File: config.mk
export PLATFORM = sky130hd
export DESIGN_NAME = gated_pulse_totalizer_dio
export DESIGN_NICKNAME = d
export VERILOG_FILES = /design/src/logic/gpt_pkg.sv /design/src/logic/bit_sync.sv /design/src/logic/port_alarm.sv /design/src/logic/gated_pulse_totalizer_dio.sv
export SDC_FILE = /design/constraint.sdc
export NUM_CORES = 1
export LEC_CHECK = 0
export BUFFER_PORTS_ARGS = -buffer_cell sky130_fd_sc_hd__buf_2
export CAP_MARGIN = 15
export CORE_ASPECT_RATIO = 0.6
export CORE_MARGIN = 4
export CORE_UTILIZATION = 30
export CTS_BUF_LIST = sky130_fd_sc_hd__clkbuf_8 sky130_fd_sc_hd__clkbuf_16
export CTS_CLUSTER_SIZE = 8
export DETAILED_ROUTE_END_ITERATION = 7
export GPL_ROUTABILITY_DRIVEN = 0
export PLACE_DENSITY_LB_ADDON = 0.25
export SYNTH_ARGS = -nofsm -noshare
export SYNTH_HDL_FRONTEND = slang
export SYNTH_SLANG_ARGS = --single-unit
File: constraint.sdc
create_clock -name clk -period 2.6 [get_ports clk]
set_input_delay 0.39 -clock clk [delete_from_list [all_inputs] [get_ports clk]]
set_output_delay 0.39 -clock clk [all_outputs]
set_load 0.01 [all_outputs]
File: src/logic/gpt_pkg.sv
// Purpose: shared constants for the gated pulse totalizer and digital ports
// Assumes: APB slave, 32-bit data, one aligned word per register
// Notes:   offsets are byte addresses
package gpt_pkg;

  localparam int ADDR_W = 8;
  localparam int DATA_W = 32;
  localparam int CNT_W  = 26;
  localparam int PORT_W = 8;
  localparam int DIO_W  = 2 * PORT_W;
  localparam int IRQ_W  = 4;

  // ----------------------------------------
  // register offsets
  // ----------------------------------------
  localparam logic [ADDR_W-1:0] OFF_CTRL     = 8'h00;
  localparam logic [ADDR_W-1:0] OFF_COUNT    = 8'h04;
  localparam logic [ADDR_W-1:0] OFF_DIN      = 8'h08;
  localparam logic [ADDR_W-1:0] OFF_DOUT0    = 8'h0C;
  localparam logic [ADDR_W-1:0] OFF_DOUT1    = 8'h10;
  localparam logic [ADDR_W-1:0] OFF_DOUT16   = 8'h14;
  localparam logic [ADDR_W-1:0] OFF_PAT0     = 8'h18;
  localparam logic [ADDR_W-1:0] OFF_PAT1     = 8'h1C;
  localparam logic [ADDR_W-1:0] OFF_SCAN     = 8'h20;
  localparam logic [ADDR_W-1:0] OFF_SNAPCNT  = 8'h24;
  localparam logic [ADDR_W-1:0] OFF_SNAPDIN  = 8'h28;
  localparam logic [ADDR_W-1:0] OFF_IRQSTAT  = 8'h2C;
  localparam logic [ADDR_W-1:0] OFF_IRQMASK  = 8'h30;
  localparam logic [ADDR_W-1:0] OFF_CLEAR    = 8'h34;

  // ----------------------------------------
  // field layout
  // ----------------------------------------
  localparam int CTRL_EDGE_BIT = 0;
  localparam int CTRL_OE0_BIT  = 1;
  localparam int CTRL_OE1_BIT  = 2;
  localparam int PAT_VAL_LSB   = 0;
  localparam int PAT_CARE_LSB  = 8;
  localparam int PAT_MODE_BIT  = 16;
  localparam int PAT_W         = 17;
  localparam int CMD_BIT       = 0;
  localparam int IRQ_ALM0      = 0;
  localparam int IRQ_ALM1      = 1;
  localparam int IRQ_WRAP      = 2;
  localparam int IRQ_SCAN      = 3;

  // ----------------------------------------
  // values
  // ----------------------------------------
  localparam logic [CNT_W-1:0]  CNT_MAX    = 26'h3FFFFFF;
  localparam logic [CNT_W-1:0]  CNT_ONE    = 26'h0000001;
  localparam logic [PORT_W-1:0] DOUT_RST   = 8'hFF;
  localparam logic [PAT_W-1:0]  PAT_RST    = 17'h00000;
  localparam logic [DATA_W-1:0] DATA_ZERO  = 32'h00000000;

  typedef enum logic {EDGE_RISE, EDGE_FALL} edge_t;

endpackage

File: src/logic/bit_sync.sv
// Purpose: two-flop synchroniser for pin inputs
// Assumes: inputs asynchronous to clk
// Notes:   first stage is read only by the second
module bit_sync #(
  parameter int W = 1
) (
  input  wire logic         clk,
  input  wire logic         rst,
  input  wire logic [W-1:0] d,
  output logic      [W-1:0] q
);

  typedef struct packed {
    logic [W-1:0] s1;
    logic [W-1:0] s2;
  } sync_t;

  sync_t st_r;
  sync_t st_nxt;

  always_comb begin
    st_nxt.s1 = d;
    st_nxt.s2 = st_r.s1;
  end

  always_ff @(posedge clk) begin
    if (rst) begin
      st_r <= '0;
    end else begin
      st_r <= st_nxt;
    end
  end

  assign q = st_r.s2;

endmodule

File: src/logic/port_alarm.sv
// Purpose: pattern-match and pattern-change watcher for one 8-bit port
// Assumes: din already synchronised
// Notes:   runs always, independent of any scan
module port_alarm
  import gpt_pkg::*;
(
  input  wire logic                  clk,
  input  wire logic                  rst,
  input  wire logic [gpt_pkg::PORT_W-1:0] din,
  input  wire logic [gpt_pkg::PAT_W-1:0]  cfg,
  output logic                       alarm
);

  typedef struct packed {
    logic [PORT_W-1:0] prev;
    logic              primed;
    logic              inMatch;
    logic              alarm;
  } alarm_t;

  alarm_t st_r;
  alarm_t st_nxt;

  logic [PORT_W-1:0] care;
  logic [PORT_W-1:0] want;

  assign care = cfg[PAT_CARE_LSB +: PORT_W];
  assign want = cfg[PAT_VAL_LSB +: PORT_W];

  always_comb begin
    st_nxt         = st_r;
    st_nxt.prev    = din;
    st_nxt.primed  = 1'b1;
    st_nxt.inMatch = ((din ^ want) & care) == '0;
    // match fires on entry only; change needs a prior sample
    if (cfg[PAT_MODE_BIT]) begin
      st_nxt.alarm = st_r.primed && (((din ^ st_r.prev) & care) != '0);
    end else begin
      // primed keeps the first sample after reset from looking like an entry
      st_nxt.alarm = st_r.primed && st_nxt.inMatch && !st_r.inMatch;
    end
  end

  always_ff @(posedge clk) begin
    if (rst) begin
      st_r <= '0;
    end else begin
      st_r <= st_nxt;
    end
  end

  assign alarm = st_r.alarm;

endmodule

File: src/logic/gated_pulse_totalizer_dio.sv
// Purpose: gated 26-bit pulse totalizer with two 8-bit digital ports, APB slave
// Assumes: pull-ups on gate-high and port pins, pull-down on gate-low, are modelled on the wire
// Notes:   one APB wait state; outputs registered
module gated_pulse_totalizer_dio
  import gpt_pkg::*;
(
  input  wire logic                         clk,
  input  wire logic                         rst,
  input  wire logic                         psel,
  input  wire logic                         penable,
  input  wire logic                         pwrite,
  input  wire logic [gpt_pkg::ADDR_W-1:0]   paddr,
  input  wire logic [gpt_pkg::DATA_W-1:0]   pwdata,
  output logic      [gpt_pkg::DATA_W-1:0]   prdata,
  output logic                              pready,
  output logic                              pslverr,
  input  wire logic                         pulseIn,
  input  wire logic                         gateHigh,
  input  wire logic                         gateLow_n,
  input  wire logic [gpt_pkg::DIO_W-1:0]    dioIn,
  output logic      [gpt_pkg::DIO_W-1:0]    dioOut,
  output logic      [gpt_pkg::DIO_W-1:0]    dioOe,
  output logic                              irq
);

  // ----------------------------------------
  // state
  // ----------------------------------------
  typedef struct packed {
    edge_t             edgeSel;
    logic [1:0]        portOe;
    logic [DIO_W-1:0]  dout;
    logic [PAT_W-1:0]  pat0;
    logic [PAT_W-1:0]  pat1;
    logic [CNT_W-1:0]  count;
    logic              pulsePrev;
    logic [CNT_W-1:0]  snapCount;
    logic [DIO_W-1:0]  snapDin;
    logic [IRQ_W-1:0]  stat;
    logic [IRQ_W-1:0]  mask;
    logic [DATA_W-1:0] prdata;
    logic              pready;
    logic              pslverr;
    logic              irq;
  } top_t;

  top_t st_r;
  top_t st_nxt;

  logic              pulseS;
  logic              gateHighS;
  logic              gateLowS_n;
  logic [DIO_W-1:0]  dinS;
  logic              alarm0;
  logic              alarm1;

  // ----------------------------------------
  // input synchronisers
  // ----------------------------------------
  bit_sync #(.W(3)) ctlSync (
    .clk (clk),
    .rst (rst),
    .d   ({pulseIn, gateHigh, gateLow_n}),
    .q   ({pulseS, gateHighS, gateLowS_n})
  );

  // pull-ups on the pins make open bits read as 1
  bit_sync #(.W(DIO_W)) dinSync (
    .clk (clk),
    .rst (rst),
    .d   (dioIn),
    .q   (dinS)
  );

  // ----------------------------------------
  // pattern alarms
  // ----------------------------------------
  // watchers run free of the scan command
  port_alarm alarmLo (
    .clk   (clk),
    .rst   (rst),
    .din   (dinS[PORT_W-1:0]),
    .cfg   (st_r.pat0),
    .alarm (alarm0)
  );

  port_alarm alarmHi (
    .clk   (clk),
    .rst   (rst),
    .din   (dinS[DIO_W-1:PORT_W]),
    .cfg   (st_r.pat1),
    .alarm (alarm1)
  );

  // ----------------------------------------
  // helpers
  // ----------------------------------------
  function automatic logic isMapped(input logic [ADDR_W-1:0] a);
    unique case (a)
      OFF_CTRL, OFF_COUNT, OFF_DIN, OFF_DOUT0, OFF_DOUT1, OFF_DOUT16,
      OFF_PAT0, OFF_PAT1, OFF_SCAN, OFF_SNAPCNT, OFF_SNAPDIN,
      OFF_IRQSTAT, OFF_IRQMASK, OFF_CLEAR: isMapped = 1'b1;
      default: isMapped = 1'b0;
    endcase
  endfunction

  function automatic logic [DATA_W-1:0] zext(input logic [DATA_W-1:0] v);
    zext = v;
  endfunction

  // ----------------------------------------
  // next state
  // ----------------------------------------
  logic              pulseEdge;
  logic              gatesOpen;
  logic              countHit;
  logic              doWrite;
  logic              doScan;
  logic              doClear;
  logic [IRQ_W-1:0]  events;
  logic [IRQ_W-1:0]  w1c;
  logic [DATA_W-1:0] rdata;

  always_comb begin
    st_nxt    = st_r;
    events    = '0;
    w1c       = '0;
    rdata     = DATA_ZERO;
    doWrite   = st_r.pready && psel && penable && pwrite && !st_r.pslverr;
    doScan    = doWrite && (paddr == OFF_SCAN) && pwdata[CMD_BIT];
    doClear   = doWrite && (paddr == OFF_CLEAR) && pwdata[CMD_BIT];

    // edge detection on synchronised pulse
    st_nxt.pulsePrev = pulseS;
    if (st_r.edgeSel == EDGE_FALL) begin
      pulseEdge = st_r.pulsePrev && !pulseS;
    end else begin
      pulseEdge = !st_r.pulsePrev && pulseS;
    end
    // open gate pins float enabled, so no gate means always counting
    gatesOpen = gateHighS && !gateLowS_n;
    countHit  = pulseEdge && gatesOpen;

    // clear wins over a coincident pulse
    if (doClear) begin
      st_nxt.count = '0;
    end else if (countHit) begin
      st_nxt.count = st_r.count + CNT_ONE;
      if (st_r.count == CNT_MAX) begin
        events[IRQ_WRAP] = 1'b1;
      end
    end

    // scan step captures count and ports together
    if (doScan) begin
      st_nxt.snapCount = st_r.count;
      st_nxt.snapDin   = dinS;
      events[IRQ_SCAN] = 1'b1;
    end

    events[IRQ_ALM0] = alarm0;
    events[IRQ_ALM1] = alarm1;

    // read mux
    unique case (paddr)
      OFF_CTRL:    rdata = zext({29'h0, st_r.portOe, st_r.edgeSel});
      OFF_COUNT:   rdata = zext({6'h0, st_r.count});
      OFF_DIN:     rdata = zext({16'h0, dinS});
      OFF_DOUT0:   rdata = zext({24'h0, st_r.dout[PORT_W-1:0]});
      OFF_DOUT1:   rdata = zext({24'h0, st_r.dout[DIO_W-1:PORT_W]});
      OFF_DOUT16:  rdata = zext({16'h0, st_r.dout});
      OFF_PAT0:    rdata = zext({15'h0, st_r.pat0});
      OFF_PAT1:    rdata = zext({15'h0, st_r.pat1});
      OFF_SNAPCNT: rdata = zext({6'h0, st_r.snapCount});
      OFF_SNAPDIN: rdata = zext({16'h0, st_r.snapDin});
      OFF_IRQSTAT: rdata = zext({28'h0, st_r.stat});
      OFF_IRQMASK: rdata = zext({28'h0, st_r.mask});
      default:     rdata = DATA_ZERO;
    endcase

    // apb: answer one cycle into the access phase
    if (st_r.pready) begin
      st_nxt.pready  = 1'b0;
      st_nxt.pslverr = 1'b0;
      st_nxt.prdata  = DATA_ZERO;
    end else if (psel && penable) begin
      st_nxt.pready  = 1'b1;
      st_nxt.pslverr = !isMapped(paddr);
      st_nxt.prdata  = pwrite ? DATA_ZERO : rdata;
    end

    // writes land at the edge where pready is sampled
    if (doWrite) begin
      unique case (paddr)
        OFF_CTRL: begin
          st_nxt.edgeSel = edge_t'(pwdata[CTRL_EDGE_BIT]);
          st_nxt.portOe  = {pwdata[CTRL_OE1_BIT], pwdata[CTRL_OE0_BIT]};
        end
        OFF_DOUT0:   st_nxt.dout[PORT_W-1:0]     = pwdata[PORT_W-1:0];
        OFF_DOUT1:   st_nxt.dout[DIO_W-1:PORT_W] = pwdata[PORT_W-1:0];
        OFF_DOUT16:  st_nxt.dout                 = pwdata[DIO_W-1:0];
        OFF_PAT0:    st_nxt.pat0                 = pwdata[PAT_W-1:0];
        OFF_PAT1:    st_nxt.pat1                 = pwdata[PAT_W-1:0];
        OFF_IRQSTAT: w1c                         = pwdata[IRQ_W-1:0];
        OFF_IRQMASK: st_nxt.mask                 = pwdata[IRQ_W-1:0];
        default: ;
      endcase
    end

    // a new event beats a simultaneous clear
    st_nxt.stat = (st_r.stat & ~w1c) | events;
    st_nxt.irq  = |(st_nxt.stat & st_nxt.mask);
  end

  // ----------------------------------------
  // registers
  // ----------------------------------------
  always_ff @(posedge clk) begin
    if (rst) begin
      st_r           <= '0;
      st_r.dout      <= {DOUT_RST, DOUT_RST};
      st_r.pat0      <= PAT_RST;
      st_r.pat1      <= PAT_RST;
    end else begin
      st_r <= st_nxt;
    end
  end

  // ----------------------------------------
  // outputs
  // ----------------------------------------
  // a port drives only once enabled, so input use is the reset state
  assign dioOut  = st_r.dout;
  assign dioOe   = {{PORT_W{st_r.portOe[1]}}, {PORT_W{st_r.portOe[0]}}};
  assign prdata  = st_r.prdata;
  assign pready  = st_r.pready;
  assign pslverr = st_r.pslverr;
  assign irq     = st_r.irq;

endmodule

==> impl_metrics.csv <==
group,metric,value,unit
finish,stdcell_area,11200,um^2
finish,layout.nets,1227,
grt,grt_pass1_wl,50400,um
critical_path,worst_ep_arrival_time,2570,ps
finish,num-fill-cells,3256,
synthesis,synth.cell_area,9680,um^2
route,via_per_inst,5.24,
route,vias,8277,
hold_path,hp-class,"input pin to flip-flop",
sta,post-route-period-util,80.4,%
clock_tree,cts_setup_buffers,0,
route,wirelength,33800,um
synthesis,synthDistinctLibCells,74,
critical_path,rr_worst_depth,6,
placed_design,dp_worst_setup_slack,152,ps
sta,max_freq,479,MHz
critical_path,r2r-start,"st_r[164]",
synthesis,ys.flop_type,"dfxtp_1",
synthesis,synth_cells,1099,
synthesis,synth-seq-cells,218,
synthesis,synth_area_leader_cell,"dfxtp_1",
critical_path,cp.required,3080,ps
route,firstDrtPassIters,6,
synthesis,synth_top_area_share,45.1,%
sta,fin_setup_tns,0,ps
clock_tree,htreeDepth,1,
sta,worst_clock_skew,24.7,ps
synthesis,synth_edf_count,0,
clock_tree,clk_latency,570,ps
route,wl_per_cell,21.4,um
floorplanning,fp.dieW,240,um
finish,drive_gt1_share,18.9,%
floorplanning,die-area,35300,um^2
critical_path,crit_path_max_fanout,4,
finish,final_common_cell,"dfxtp_1",
floorplanning,die_h,147,um
placed_design,dp_hpwl,25100,um
route,ant_nets,0,
critical_path,reg2reg_slack,510,ps
floorplanning,initial_core_util,30.8,%
sta,tightest_slew,844,ps
critical_path,cp-endpoint,"irq",
sta,slew_viol_final,0,
critical_path,crit_path_end_kind,"flip-flop",
sta,fin_crit,2090,ps
clock_tree,tritoncts,"done",
finish,multiInputGateArea,4560,um^2
placed_design,portBuffers,109,
critical_path,r2r_end,"irq",
route,drc,0,
power_and_ir_drop,ir_worst_vdd,0.408,mV
grt,overflow,0,
grt,grt_antenna_before_repair,2,
clock_tree,cts_hold_buf,0,
grt,grt_usage,18.7,%
placed_design,placed_area,10400,um^2
clock_tree,cts_buffers,31,
sta,final_hold_viol_count,0,
clock_tree,clk_pin_slew,50,ps
sta,setup_viol,0,
clock_tree,clockBufferDepth,3,
critical_path,cp-startpoint,"st_r[164]",
sta,rsz0062_at_grt,"false",
synthesis,seq_area_frac_synth,45.1,%
floorplanning,placement_rows,50,
floorplanning,io_pins,131,
clock_tree,clock-sinks,218,
finish,seq_area,4360,um^2
power_and_ir_drop,power.total,7.27,mW
power_and_ir_drop,leakagePower,4.40,nW
sta,fin_hold_ws,46.2,ps
synthesis,synth_area_per_cell,8.81,um^2
grt,grt_max_degree,82,
synthesis,yosys-top-cells-area,"dfxtp_1, nand2_1, buf_4",
route,drt-initial-drc-count,1116,
run_status,status,"completed",
critical_path,crit_type,"flip-flop to flip-flop",
sta,finalWorstSetupSlack,510,ps
clock_tree,clockRootBuffer,"clkbuf_16",
synthesis,async_flop_share,0,%
floorplanning,core_area,31500,um^2
job,max_cap_violations,0,
grt,grt_pass1_vias,7624,
clock_tree,cts_resized,0,
sta,relSlewSlack,43.7,%
finish,antenna_cells,0,
finish,most-common-layout-cells,"dfxtp_1, nand2_1, buf_2",
critical_path,worstSetupStartpointType,"flip-flop",
power_and_ir_drop,power_density,650,nW/um^2
finish,syn2layout_area_growth,15.5,%
synthesis,yosys_warnings,0,
-- metal layers --
layer / global-route usage (%) / up-vias / routed length [um]
li1: - / 3897 / -
met1: 30.4 / 3933 / 16900
met3: 6.59 / 49 / 4030
met2: 23.3 / 394 / 12300
met4: 2.94 / 4 / 490
met5: 0 / - / 23
-- worst min path at each step --
stage / depth (start not counted) / end / start / slack [ps]
floorplan: 1 / ctlSync.q[0] / ctlSync.st_nxt[0] / 410
global placement: 1 / ctlSync.q[2] / ctlSync.st_nxt[2] / 420
detailed placement: 1 / dinSync.q[13] / dinSync.st_nxt[13] / 430
CTS: 2 / dinSync.st_nxt[8] / dioIn[8] / 20
global route: 2 / dinSync.st_nxt[8] / dioIn[8] / 30
finish: 2 / dinSync.st_nxt[8] / dioIn[8] / 50
-- layout make-up --
cell class              instances  share of cell area, %
multi-input cells             750                   40.7
flip-flops and latches        218                   39.0
repair buffers                157                   8.35
clock buffers                  31                   6.94
well taps                     416                   4.65
clock inverters                 3                  0.168
inverters                       4                  0.134
-- worst max-delay path, stage by stage, from the launching register on --
cell and delay (ps):
dfxtp_1 360, or3b_2 520, a211oi_1 280, buf_4 200, and3_1 170, a41oi_1 220
o221ai_2 260
-- state kept, by name (all words and copies together) (netlist names), 9 cells and up --
signal and count:
st_r 112, prdata 26, dinSync.q 16, dinSync.st_nxt 16, dioOut 16, alarmHi.st_r 10
alarmLo.st_r 9
-- where the power goes --
part / total [mW] / switching, mW / internal, mW / leakage, nW
clock network: 3.51 / 1.44 / 2.07 / 0.394
logic: 0.326 / 0.217 / 0.109 / 2.24
registers: 3.43 / 0.0378 / 3.39 / 1.77
total: 7.27 / 1.70 / 5.57 / 4.40
-- cells in the mapped netlist (all sizes together) (5+ instances only) --
master / number
o22ai: 8
buf: 89
a22oi: 39
nand2: 207
and2: 8
a21oi: 88
and3: 5
a221oi: 9
nand4: 15
nor2: 63
mux2: 8
mux2i: 24
nor2b: 57
or4: 6
a2bb2oi: 9
clkbuf: 43
nand3: 28
nor4: 5
dfxtp: 218
xor2: 54
o211ai: 11
o21ai: 5
a22o: 21
a222oi: 11
-- cell families (layout without fill, tap and decap cells) --
group                    count (synthesis)  in the layout  share of synthesized area, %
XOR/XNOR                                57             57                          5.16
multiplexers                            32             32                          3.41
other                                    1              6                        0.0387
flip-flops                             218            218                          45.1
buffers and inverters                  136            195                          8.20
AND/OR/NAND/NOR                        421            421                          21.0
AO/OA/AOI/OAI                          233            233                          17.0
adder cells (fa/ha/maj)                  1              1                         0.129
-- metrics by stage --
stage,instances,utilization (%)
floorplan,1104,-
global route,1579,35.5
finish,1579,35.5
CTS,1579,35.5
global placement,1545,33.0
detailed placement,1545,33.0
(Power assumes the default switching activity.)
